===== src/verilog/lsf_params.svh =====
// Constants of the LIN status flag block: offsets, bit positions, counts.
// Assumes inclusion by bare name from the design files of this block.
`ifndef LSF_PARAMS_SVH
`define LSF_PARAMS_SVH

// ----------------------------------------------------------------------
// Indirect register addresses
// ----------------------------------------------------------------------
`define LSF_ADDR_CTRL     8'h08
`define LSF_ADDR_STATUS   8'h09
`define LSF_ADDR_ERROR    8'h0a
`define LSF_ADDR_IRQ_STAT 8'h10
`define LSF_ADDR_IRQ_MASK 8'h11

// ----------------------------------------------------------------------
// Status register bits and reset value
// ----------------------------------------------------------------------
`define LSF_ST_ACTIVE 7
`define LSF_ST_IDLE   6
`define LSF_ST_ABORT  5
`define LSF_ST_DREQ   4
`define LSF_ST_INT    3
`define LSF_ST_ERR    2
`define LSF_ST_WAKE   1
`define LSF_ST_DONE   0
`define LSF_STATUS_RST 8'h00

// ----------------------------------------------------------------------
// Control register strobe bits
// ----------------------------------------------------------------------
`define LSF_CTRL_STOP   7
`define LSF_CTRL_DTACK  4
`define LSF_CTRL_INTERRUPT_CLEAR_STROBE 3
`define LSF_CTRL_ERROR_CLEAR_STROBE 2

// ----------------------------------------------------------------------
// Error detail and interrupt layouts
// ----------------------------------------------------------------------
`define LSF_ERR_W      5
`define LSF_ERR_RST    5'h00
`define LSF_IRQ_W      6
`define LSF_IRQ_RST    6'h00
`define LSF_IRQ_DONE   0
`define LSF_IRQ_DREQ   1
`define LSF_IRQ_ERR    2
`define LSF_IRQ_WAKE   3
`define LSF_IRQ_IDLE   4
`define LSF_IRQ_ABORT  5

// ----------------------------------------------------------------------
// Bus idle timeout
// ----------------------------------------------------------------------
`define LSF_IDLE_TIME_MS 4000
`define LSF_CLK_KHZ      40000
`define LSF_IDLE_CYCLES  (`LSF_IDLE_TIME_MS * `LSF_CLK_KHZ)
`define LSF_IDLE_CNT_W   28

`endif


===== src/verilog/lsf_pkg.sv =====
// Types shared by the LIN status flag block.
// Assumes nothing beyond a SystemVerilog compiler.
`default_nettype none

package lsf_pkg;
    typedef logic [7:0] lsf_byte_t;
    typedef logic [4:0] lsf_err_t;
    typedef logic [5:0] lsf_irq_t;
endpackage

`default_nettype wire


===== src/verilog/lsf_status.sv =====
// LIN status flags, error detail, control strobes and interrupt logic.
// Assumes a frame engine on sys_clk giving one-cycle event pulses and
// a LIN receive pin from outside the clock domain.
`timescale 1ns/1ps
`default_nettype none
`include "lsf_params.svh"

// Notes on behaviour
// [RL1] Bit 7 follows activity seen on the LIN bus.
// [RL2] Slave: bit 6 set after four quiet seconds while not asleep.
// [RL3] Slave: bit 5 set by a break during an unfinished transmission.
// [RL4] Slave: bit 5 also set by a stop-processing write.
// [RL5] Bit 5 cleared by a break that interrupts nothing.
// [RL6] Slave: bit 4 set once a data identifier arrives.
// [RL7] Bit 3 high while an interrupt is pending; cleared by reset strobe.
// [RL8] Bit 2 set on any error; cleared only by error-reset strobe.
// [RL9] Bit 1 high while sending wakeup or after receiving one.
// [RL10] Bit 0 cleared at each transmission start; low before any.
// [RL11] Bit 0 set when the current transmission finishes.
// [RL12] Status sits at 0x09, read-only, resets to zero.
// [RL13] Interrupt-reset bit clears bit 3, reads zero, zero does nothing.
// [RL14] Error-reset bit clears status and detail errors, reads zero.
// [RL15] Stop-processing write ignores communication until next break.
// [RL16] Host writes to the status register are ignored.
// [RL17] Any detail error bit set also raises the status error flag.
module lsf_status #(
    parameter int unsigned IDLE_CYCLES = `LSF_IDLE_CYCLES
) (
    input  wire logic             sys_clk,
    input  wire logic             sys_rst,
    input  wire logic             lin_rx,
    input  wire logic             slave_mode,
    input  wire logic             sleep_state,
    input  wire logic             frame_active,
    input  wire logic             break_det,
    input  wire logic             xfer_start,
    input  wire logic             xfer_done,
    input  wire logic             data_id_rx,
    input  wire logic             ctrl_irq_event,
    input  wire lsf_pkg::lsf_err_t err_event,
    input  wire logic             wakeup_tx,
    input  wire logic             wakeup_rx,
    input  wire logic [7:0]       reg_addr,
    input  wire lsf_pkg::lsf_byte_t reg_wdata,
    input  wire logic             reg_wr,
    input  wire logic             reg_rd,
    output lsf_pkg::lsf_byte_t    reg_rdata,
    output lsf_pkg::lsf_byte_t    lin_bus_status,
    output logic                  stop_hold,
    output logic                  irq
);
    import lsf_pkg::*;

    // ------------------------------------------------------------------
    // Decoding
    // ------------------------------------------------------------------
    function automatic logic hit(input logic [7:0] a,
                                 input logic [7:0] target);
        hit = (a == target);
    endfunction

    logic ctrl_wr;
    logic ist_rd;
    logic mask_wr;

    assign ctrl_wr = reg_wr && hit(reg_addr, `LSF_ADDR_CTRL);
    assign ist_rd  = reg_rd && hit(reg_addr, `LSF_ADDR_IRQ_STAT);
    assign mask_wr = reg_wr && hit(reg_addr, `LSF_ADDR_IRQ_MASK);

    // Control bits act only as one-cycle strobes and are never stored.
    logic stop_wr;
    logic dtack_wr;
    logic interrupt_clear_strobe_wr;
    logic error_clear_strobe_wr;

    assign stop_wr   = ctrl_wr && reg_wdata[`LSF_CTRL_STOP] && slave_mode;
    assign dtack_wr  = ctrl_wr && reg_wdata[`LSF_CTRL_DTACK];
    assign interrupt_clear_strobe_wr = ctrl_wr && reg_wdata[`LSF_CTRL_INTERRUPT_CLEAR_STROBE]; // RL13
    assign error_clear_strobe_wr = ctrl_wr && reg_wdata[`LSF_CTRL_ERROR_CLEAR_STROBE]; // RL14

    // ------------------------------------------------------------------
    // Receive pin synchroniser and activity
    // ------------------------------------------------------------------
    logic rx_meta_r;
    logic rx_sync_r;
    logic rx_last_r;
    logic rx_edge;

    always_ff @(posedge sys_clk) begin
        if (sys_rst) begin
            rx_meta_r <= 1'b1;
            rx_sync_r <= 1'b1;
            rx_last_r <= 1'b1;
        end else begin
            rx_meta_r <= lin_rx;
            rx_sync_r <= rx_meta_r;
            rx_last_r <= rx_sync_r;
        end
    end

    assign rx_edge = rx_sync_r ^ rx_last_r;

    logic active_r;

    always_ff @(posedge sys_clk) begin
        if (sys_rst) begin
            active_r <= 1'b0;
        end else begin
            active_r <= frame_active || !rx_sync_r; // RL1
        end
    end

    // ------------------------------------------------------------------
    // Stop processing hold
    // ------------------------------------------------------------------
    // Start, done, data identifier and error events are masked while the hold stands; breaks are not.
    logic live;

    assign live = !stop_hold;

    always_ff @(posedge sys_clk) begin
        if (sys_rst) begin
            stop_hold <= 1'b0;
        end else if (stop_wr) begin
            stop_hold <= 1'b1; // RL15
        end else if (break_det) begin
            stop_hold <= 1'b0; // RL15
        end
    end

    // ------------------------------------------------------------------
    // Idle timeout
    // ------------------------------------------------------------------
    logic idle_timeout;

    lsf_idle_timer #(
        .IDLE_CYCLES (IDLE_CYCLES)
    ) u_idle (
        .sys_clk  (sys_clk),
        .sys_rst  (sys_rst),
        .enable   (slave_mode && !sleep_state), // RL2
        .activity (rx_edge || frame_active),
        .timeout  (idle_timeout)
    );

    // ------------------------------------------------------------------
    // Transmission tracking, abort and done
    // ------------------------------------------------------------------
    logic busy_r;
    logic abort_r;
    logic done_r;

    always_ff @(posedge sys_clk) begin
        if (sys_rst) begin
            busy_r <= 1'b0;
        end else if (live && xfer_start) begin
            busy_r <= 1'b1;
        end else if (break_det || (live && xfer_done)) begin
            busy_r <= 1'b0;
        end
    end

    always_ff @(posedge sys_clk) begin
        if (sys_rst) begin
            abort_r <= 1'b0;
        end else if (stop_wr) begin
            abort_r <= 1'b1; // RL4
        end else if (break_det && slave_mode && busy_r) begin
            abort_r <= 1'b1; // RL3
        end else if (break_det && !busy_r) begin
            abort_r <= 1'b0; // RL5
        end
    end

    always_ff @(posedge sys_clk) begin
        if (sys_rst) begin
            done_r <= 1'b0;
        end else if (live && xfer_done) begin
            done_r <= 1'b1; // RL11
        end else if (live && xfer_start) begin
            done_r <= 1'b0; // RL10
        end
    end

    // ------------------------------------------------------------------
    // Data request
    // ------------------------------------------------------------------
    logic dreq_r;

    always_ff @(posedge sys_clk) begin
        if (sys_rst) begin
            dreq_r <= 1'b0;
        end else if (live && slave_mode && data_id_rx) begin
            dreq_r <= 1'b1; // RL6
        end else if (dtack_wr || break_det) begin
            dreq_r <= 1'b0;
        end
    end

    // ------------------------------------------------------------------
    // Interrupt pending flag
    // ------------------------------------------------------------------
    logic int_r;

    always_ff @(posedge sys_clk) begin
        if (sys_rst) begin
            int_r <= 1'b0;
        end else if (ctrl_irq_event) begin
            int_r <= 1'b1; // RL7
        end else if (interrupt_clear_strobe_wr) begin
            int_r <= 1'b0; // RL13
        end
    end

    // ------------------------------------------------------------------
    // Error detail and error flag
    // ------------------------------------------------------------------
    lsf_err_t err_r;
    lsf_err_t err_in;
    logic     err_flag_r;

    assign err_in = live ? err_event : `LSF_ERR_RST;

    genvar gi;
    generate
        for (gi = 0; gi < `LSF_ERR_W; gi++) begin : g_err
            always_ff @(posedge sys_clk) begin
                if (sys_rst) begin
                    err_r[gi] <= 1'b0;
                end else if (err_in[gi]) begin
                    err_r[gi] <= 1'b1;
                end else if (error_clear_strobe_wr) begin
                    err_r[gi] <= 1'b0; // RL14
                end
            end
        end
    endgenerate

    always_ff @(posedge sys_clk) begin
        if (sys_rst) begin
            err_flag_r <= 1'b0;
        end else if (|err_in) begin
            err_flag_r <= 1'b1; // RL8 RL17
        end else if (error_clear_strobe_wr) begin
            err_flag_r <= 1'b0; // RL8 RL14
        end
    end

    // ------------------------------------------------------------------
    // Wakeup
    // ------------------------------------------------------------------
    logic wake_seen_r;
    logic wake_r;

    always_ff @(posedge sys_clk) begin
        if (sys_rst) begin
            wake_seen_r <= 1'b0;
        end else if (wakeup_rx) begin
            wake_seen_r <= 1'b1;
        end else if (break_det) begin
            wake_seen_r <= 1'b0;
        end
    end

    always_ff @(posedge sys_clk) begin
        if (sys_rst) begin
            wake_r <= 1'b0;
        end else begin
            wake_r <= wakeup_tx || wakeup_rx || wake_seen_r; // RL9
        end
    end

    // ------------------------------------------------------------------
    // Status register
    // ------------------------------------------------------------------
    lsf_byte_t status_nxt;

    always_comb begin
        status_nxt                = `LSF_STATUS_RST;
        status_nxt[`LSF_ST_ACTIVE] = active_r;
        status_nxt[`LSF_ST_IDLE]   = idle_timeout && slave_mode; // RL2
        status_nxt[`LSF_ST_ABORT]  = abort_r;
        status_nxt[`LSF_ST_DREQ]   = dreq_r;
        status_nxt[`LSF_ST_INT]    = int_r;
        status_nxt[`LSF_ST_ERR]    = err_flag_r;
        status_nxt[`LSF_ST_WAKE]   = wake_r;
        status_nxt[`LSF_ST_DONE]   = done_r;
    end

    // Only internal flags feed this register; bus writes never reach it.
    always_ff @(posedge sys_clk) begin
        if (sys_rst) begin
            lin_bus_status <= `LSF_STATUS_RST; // RL12
        end else begin
            lin_bus_status <= status_nxt; // RL16
        end
    end

    // ------------------------------------------------------------------
    // Interrupt status, mask and output
    // ------------------------------------------------------------------
    lsf_irq_t ist_r;
    lsf_irq_t ist_set;
    lsf_irq_t ist_nxt;
    lsf_irq_t mask_r;
    logic     idle_last_r;

    always_ff @(posedge sys_clk) begin
        if (sys_rst) begin
            idle_last_r <= 1'b0;
        end else begin
            idle_last_r <= idle_timeout;
        end
    end

    always_comb begin
        ist_set                 = `LSF_IRQ_RST;
        ist_set[`LSF_IRQ_DONE]  = live && xfer_done;
        ist_set[`LSF_IRQ_DREQ]  = live && slave_mode && data_id_rx;
        ist_set[`LSF_IRQ_ERR]   = |err_in;
        ist_set[`LSF_IRQ_WAKE]  = wakeup_rx;
        ist_set[`LSF_IRQ_IDLE]  = idle_timeout && !idle_last_r;
        ist_set[`LSF_IRQ_ABORT] = stop_wr ||
                                  (break_det && slave_mode && busy_r);
        // A read clears the sticky bits, but a new event in that cycle stays.
        ist_nxt = (ist_rd ? `LSF_IRQ_RST : ist_r) | ist_set;
    end

    always_ff @(posedge sys_clk) begin
        if (sys_rst) begin
            ist_r <= `LSF_IRQ_RST;
        end else begin
            ist_r <= ist_nxt;
        end
    end

    always_ff @(posedge sys_clk) begin
        if (sys_rst) begin
            mask_r <= `LSF_IRQ_RST;
        end else if (mask_wr) begin
            mask_r <= reg_wdata[`LSF_IRQ_W-1:0];
        end
    end

    always_ff @(posedge sys_clk) begin
        if (sys_rst) begin
            irq <= 1'b0;
        end else begin
            irq <= |(ist_nxt & mask_r);
        end
    end

    // ------------------------------------------------------------------
    // Read port
    // ------------------------------------------------------------------
    lsf_byte_t rd_nxt;

    always_comb begin
        rd_nxt = 8'h00;
        unique case (reg_addr)
            `LSF_ADDR_STATUS:   rd_nxt = status_nxt; // RL12
            `LSF_ADDR_ERROR:    rd_nxt = {3'h0, err_r};
            `LSF_ADDR_IRQ_STAT: rd_nxt = {2'h0, ist_r};
            `LSF_ADDR_IRQ_MASK: rd_nxt = {2'h0, mask_r};
            default:            rd_nxt = 8'h00; // RL13 RL14
        endcase
    end

    // Data stand only in the cycle after the read strobe.
    always_ff @(posedge sys_clk) begin
        if (sys_rst) begin
            reg_rdata <= 8'h00;
        end else if (reg_rd) begin
            reg_rdata <= rd_nxt;
        end else begin
            reg_rdata <= 8'h00;
        end
    end
endmodule // lsf_status

`default_nettype wire


===== src/verilog/lsf_idle_timer.sv =====
// Bus idle timer: flags a bus that stayed quiet for the idle period.
// Assumes an activity pulse from synchronised bus logic on sys_clk.
`timescale 1ns/1ps
`default_nettype none
`include "lsf_params.svh"

module lsf_idle_timer #(
    parameter int unsigned IDLE_CYCLES = `LSF_IDLE_CYCLES
) (
    input  wire logic sys_clk,
    input  wire logic sys_rst,
    input  wire logic enable,
    input  wire logic activity,
    output logic      timeout
);
    localparam logic [`LSF_IDLE_CNT_W-1:0] LAST =
        `LSF_IDLE_CNT_W'(IDLE_CYCLES - 1);

    logic [`LSF_IDLE_CNT_W-1:0] count_r;

    // The count restarts on any activity and stops when it reaches the end.
    always_ff @(posedge sys_clk) begin
        if (sys_rst || !enable || activity) begin
            count_r <= '0;
        end else if (count_r != LAST) begin
            count_r <= count_r + 1'b1;
        end
    end

    always_ff @(posedge sys_clk) begin
        if (sys_rst || !enable || activity) begin
            timeout <= 1'b0;
        end else if (count_r == LAST) begin
            timeout <= 1'b1;
        end
    end
endmodule // lsf_idle_timer

`default_nettype wire


===== config.mk =====
export PLATFORM = sky130hd
export DESIGN_NAME = lsf_status
export DESIGN_NICKNAME = d
export VERILOG_FILES = /design/src/verilog/lsf_pkg.sv /design/src/verilog/lsf_status.sv /design/src/verilog/lsf_idle_timer.sv
export VERILOG_INCLUDE_DIRS = /design/src /design/src/verilog
export SDC_FILE = /design/constraint.sdc
export NUM_CORES = 1
export LEC_CHECK = 0
export BUFFER_PORTS_ARGS = -buffer_cell sky130_fd_sc_hd__buf_2
export CORE_ASPECT_RATIO = 0.9
export CORE_MARGIN = 2
export CORE_UTILIZATION = 55
export CTS_CLUSTER_SIZE = 40
export DETAILED_ROUTE_END_ITERATION = 6
export GPL_TIMING_DRIVEN = 0
export MAX_ROUTING_LAYER = met4
export PLACE_DENSITY = 0.88
export SLEW_MARGIN = 40
export SYNTH_ARGS = -nofsm -noshare
export SYNTH_HDL_FRONTEND = slang
export SYNTH_SLANG_ARGS = --single-unit

===== constraint.sdc =====
create_clock -name sys_clk -period 2.49 [get_ports sys_clk]
set_clock_uncertainty 0.1 [all_clocks]
set_input_delay 0.498 -clock sys_clk [delete_from_list [all_inputs] [get_ports sys_clk]]
set_output_delay 0.498 -clock sys_clk [all_outputs]
set_load 0.01 [all_outputs]

; ---- After elaboration in Yosys (flattened, before gate mapping)
; Index checks and enable logic that the tools add are counted.
[op_classes]
addsub = 1
eq_ne = 7
muxes = 24
bitwise = 4
n_reduce_logical = 49
[ops]
columns = operator, count
row1 = $pmux 8 s4, 1
row2 = $add 28x1->28 const B, 1
row3 = $eq 28x28->1 const B, 1
row4 = $ne 28x28->1 const B, 1
row5 = $eq 8x4->1 const B, 3
row6 = $reduce_bool 2->1, 12
row7 = $mux 1, 21
row8 = $logic_and 1x1->1, 18
row9 = $eq 8x5->1 const B, 2
row10 = $logic_or 1x1->1, 9
row11 = $and 6x6->6, 1
row12 = $logic_not 1->1, 6
row13 = $mux 6, 1
row14 = $or 6x6->6, 1
row15 = $reduce_or 6->1, 1
row16 = $mux 5, 1
row17 = $reduce_or 5->1, 1
row18 = $reduce_bool 3->1, 1
row19 = $reduce_or 2->1, 1
row20 = $not 1->1, 1
row21 = $xor 1x1->1, 1
[word_totals]
register_bits = 77
inputBits = 36
out_inout_bits = 18
wordCells = 111

; ---- Depth between registers and ports, before layout
[logic_depth]
ltp_word = 8
depth_mapped = 7
ltp_nobuf = 6

; ---- Cells and area by module
; Synthesis repeated with hierarchy kept, for this count alone.
[hier_totals]
cells_unflattened = 358
hier_area_um2 = 3218.1
[modules_own_cells]
columns = module, instances, cells_per_inst, area_each_um2, seq_area_each_um2
row1 = lsf_status, 1, 200, 1833.0, 960.9
row2 = lsf_idle_timer, 1, 158, 1385.1, 580.6

; ---- Least setup slack after synthesis
; No wires, ideal clock.
[synth_timing]
path_type = in2reg
start = input reg_addr[2]
end = register irq
setup_time_ns = 0.125
arrival_ns = 2.029
t_required_ns = 2.265
path_slack_ns = 0.236
stages = 5
n_path_buf = 0
path_cell_list = nor4_2 > nand4_1 > a22o_1 > a22o_1 > o41a_1
[synth_between]
elab_chain_cells = 8
elab_cells_between_ends = 11
cone_classes = eq/ne (2) / mux (1) / bitwise (2) / reduce/logical (6)
[synth_rtl]
columns = element, line
row1 = from (decl), lsf_status.sv:43  ; input wire logic [7:0] reg_addr,
row2 = $eq 8x4->1, lsf_status.sv:59  ; hit = (a == target);
row3 = $logic_and 1x1->1, lsf_status.sv:66  ; assign ctrl_wr = reg_wr && hit(reg_addr, `LSF_ADDR_CTRL);
row4 = $logic_and 1x1->1 (2 in a row), lsf_status.sv:76  ; assign stop_wr = ctrl_wr && reg_wdata[`LSF_CTRL_STOP] && slave_mode;
row5 = $logic_or 1x1->1, lsf_status.sv:323  ; ist_set[`LSF_IRQ_ABORT] = stop_wr ||
row6 = $or 6x6->6 (*), lsf_status.sv:326  ; ist_nxt = (ist_rd ? `LSF_IRQ_RST : ist_r) | ist_set;
row7 = $and 6x6->6 (*), lsf_status.sv:349  ; irq <= |(ist_nxt & mask_r);
row8 = $reduce_or 6->1 (*), lsf_status.sv:349
row9 = to (signal assigned), lsf_status.sv:349
row10 = to (decl), lsf_status.sv:50  ; output logic irq
; Every way passes the cells marked *; elsewhere a longest branch is shown, timed or not.
; A chain may end at the register's enable or synchronous reset.

; ---- Worst setup path after layout
[layout_timing]
start = register u_idle.count_r[20]
end = register u_idle.count_r[3]
[layout_between]
elab_chain_cells = 1
[layout_rtl]
columns = element, line
row1 = from (decl), lsf_idle_timer.sv:19  ; logic [`LSF_IDLE_CNT_W-1:0] count_r;
row2 = from (signal assigned), lsf_idle_timer.sv:26  ; count_r <= count_r + 1'b1;
row3 = $ne 28x28->1, lsf_idle_timer.sv:25  ; end else if (count_r != LAST) begin
; No other way between the ends.

==> impl_metrics.env <==
export IMPL_critPathSlowestCell="or4_4"
export IMPL_cp_cell_sequence="or4_1 > or4_4 > nor3_2 > buf_4 > or3_1 > a21oi_2"
export IMPL_cts_root_buf="clkbuf_8"
export IMPL_routed_wl_met2_um=3241
export IMPL_crit_fanout=10
export IMPL_cts_buffer_depth=2
export IMPL_cts_setup_buffers=0
export IMPL_drcViolationCount=0
export IMPL_die_area_um2=6403
export IMPL_grtUsageTotal_pct=24.48
export IMPL_critPathKind="reg2reg"
export IMPL_synth_nets=397
export IMPL_p_leak_nw=1.349
export IMPL_vias_per_cell=5.851
export IMPL_pwr_density_cell_nw_per_um2=611.9
export IMPL_ys_warn_count=0
export IMPL_place_congestion=0.9086
export IMPL_drt_initial_drc_count=169
export IMPL_relSlewSlack_pct=41.74
export IMPL_drv_cap=0
export IMPL_die_w_um=84.13
export IMPL_setup_viol=0
export IMPL_setup_worst_path_end_class="register"
export IMPL_totalWireLength_um=7448
export IMPL_drt_wirelength_per_cell_um=14.99
export IMPL_io_pins=54
export IMPL_grt_ovfl_total=0
export IMPL_synthFlopType="dfxtp_1"
export IMPL_ys_ff_latch=77
export IMPL_netlist_area_um2=3178
export IMPL_crit_required_ns=2.62
export IMPL_hold_slack_ns=0.2403
export IMPL_grt_antenna_before_repair=0
export IMPL_synth_edf_count=0
export IMPL_htree_levels=3
export IMPL_dp_hpwl_um=5409
export IMPL_n_antenna_cell=0
export IMPL_grt_max_degree=16
export IMPL_io_buffers=51
export IMPL_postSynthCellCount=360
export IMPL_fp_row_count=26
export IMPL_grt_pass1_wl_um=12290
export IMPL_insertion_delay_ns=0.36
export IMPL_core_um2=5628
export IMPL_dieHeight_um=76.12
export IMPL_area_growth_pct=16.69
export IMPL_most_common_layout_cells="77 x dfxtp_1, 51 x buf_2, 33 x nor2_1, 32 x a21oi_1, 31 x nand2_1"
export IMPL_cts_hold_buffers=0
export IMPL_drive_gt1_share_pct=19.67
export IMPL_path_clk_slew_ns=0.09
export IMPL_synth_cell_types=48
export IMPL_vias=2908
export IMPL_outcome="finished, final reports clean"
export IMPL_rsz0062_at_grt="false"
export IMPL_hold_violations=0
export IMPL_met1Wirelength_um=3422
export IMPL_seq_area_frac_synth_pct=48.50
export IMPL_cts_inserted_buffers=9
export IMPL_cts_resized_gates=0
export IMPL_grt_pass1_vias=2687
export IMPL_cts_sinks=77
export IMPL_first_pass_iters=5
export IMPL_postRouteAntennaNets=0
export IMPL_startpoint_type="register"
export IMPL_fin_crit_ns=2.361
export IMPL_arrival_ns=2.49
export IMPL_finalCritPeriodShare_pct=94.83
export IMPL_route_met3_wl_um=642
export IMPL_power_total_mw=2.269
export IMPL_layout_nets=459
export IMPL_initial_core_util_pct=56.47
export IMPL_worst_pin_slew_ns=0.8672
export IMPL_clock_fmax_ghz=0.4235
export IMPL_mostFrequentLayoutCell="dfxtp_1"
export IMPL_ir_drop_uv=458.5
export IMPL_tritoncts="done"
export IMPL_hold_class="in2reg"
export IMPL_synthArstFlopShare_pct=0
export IMPL_avgSynthCellArea_um2=8.828
export IMPL_finalMaxSlewViolations=0
export IMPL_critPathMaxStageDelay_ns=0.60
export IMPL_highest_signal_layer="met4"
-- kinds of logic after synthesis --
kind of cell / synth area share (%)
xor gates and xnor gates: 3.858
muxes: 0.3150
adders and majority gates: 0.3936
AOI/OAI and AO/OA: 15.32
buffers and inverters: 2.717
DFF: 48.50
and+or+nand+nor: 28.90
-- Yosys cell counts, types with 8 or more instances --
cell type | n | area [um2]
dfxtp_1 | 77 | 1541
or3_1 | 10 | 62.56
nand2_1 | 31 | 116.4
nor2_1 | 33 | 123.9
clkbuf_1 | 10 | 37.54
nor3_1 | 8 | 40.04
nor2b_1 | 18 | 112.6
nand3_1 | 16 | 80.08
and3_1 | 12 | 75.07
a21oi_1 | 32 | 160.2
o21ai_1 | 8 | 40.04
nand4_1 | 9 | 56.30
xnor2_1 | 10 | 87.58
-- final cells by class --
cell class                      instances  area (um2)
Buffer                                 14       63.81
Clock inverter                          7       58.81
Tap cell                               70       87.58
Multi-Input combinational cell        263        1555
Clock buffer                            9       123.9
Sequential cell                        77        1541
Inverter                                6       22.52
Timing Repair Buffer                   51       255.2
Fill cell                             476        1919
-- power breakdown --
group | internal, mW | leakage (nW) | total (mW) | switching, mW
Sequential | 1.26 | 0.627 | 1.27 | 0.0149
Combinational | 0.0477 | 0.630 | 0.111 | 0.0628
Clock | 0.377 | 0.0921 | 0.886 | 0.509
-- worst paths after layout --
kind | from | to | slack (ns) | cells past startpoint
worst max-delay path | u_idle.count_r[20]$_SDFFE_PP0P_ | u_idle.count_r[3]$_SDFFE_PP0P_ | 0.13 | 6
worst min-delay path | ctrl_irq_event | int_r$_SDFFE_PP0P_ | 0.24 | 3
worst max register to register | u_idle.count_r[20]$_SDFFE_PP0P_ | u_idle.count_r[3]$_SDFFE_PP0P_ | 0.13 | 6
worst min register to register | rx_meta_r$_SDFF_PP1_ | rx_sync_r$_SDFF_PP1_ | 0.32 | 1
-- per-layer routing --
metal / vias to the layer above / global-route usage [%]
li1: 1416 / -
met1: 1358 / 33.13
met2: 116 / 35.71
met3: 18 / 6.609
met4: 0 / 8.065
met5: - / -
-- sequential cells by signal, indices dropped and copies added (netlist names), 5 cells and up --
name and count:
err_r 5, ist_r 6, lin_bus_status 8, mask_r 6
reg_rdata 8, u_idle.count_r 28
-- metrics by stage --
step | instances | utilization (%) | cell area, um2 | setup slack [ns] | TNS, ns
2_1_floorplan | 360 | - | 3178 | 0.2356 | 0
3_3_place_gp | 481 | 62.56 | 3521 | -0.2099 | -1.320
3_5_place_dp | 481 | 62.56 | 3521 | -0.2510 | -1.765
4_1_cts | 497 | 65.81 | 3704 | 0.07688 | 0
5_1_grt | 497 | 65.90 | 3709 | 0.01435 | 0
6_report | 497 | 65.90 | 3709 | 0.1287 | 0
-- worst max-delay path: cells and delay by family (launching register included) --
family | cells | cell delay [ns]
simple gates | 4 | 1.52
compound gates | 1 | 0.05
flops | 1 | 0.36
buf+inv | 1 | 0.20
Note: power is estimated with default switching activity, not from simulation.
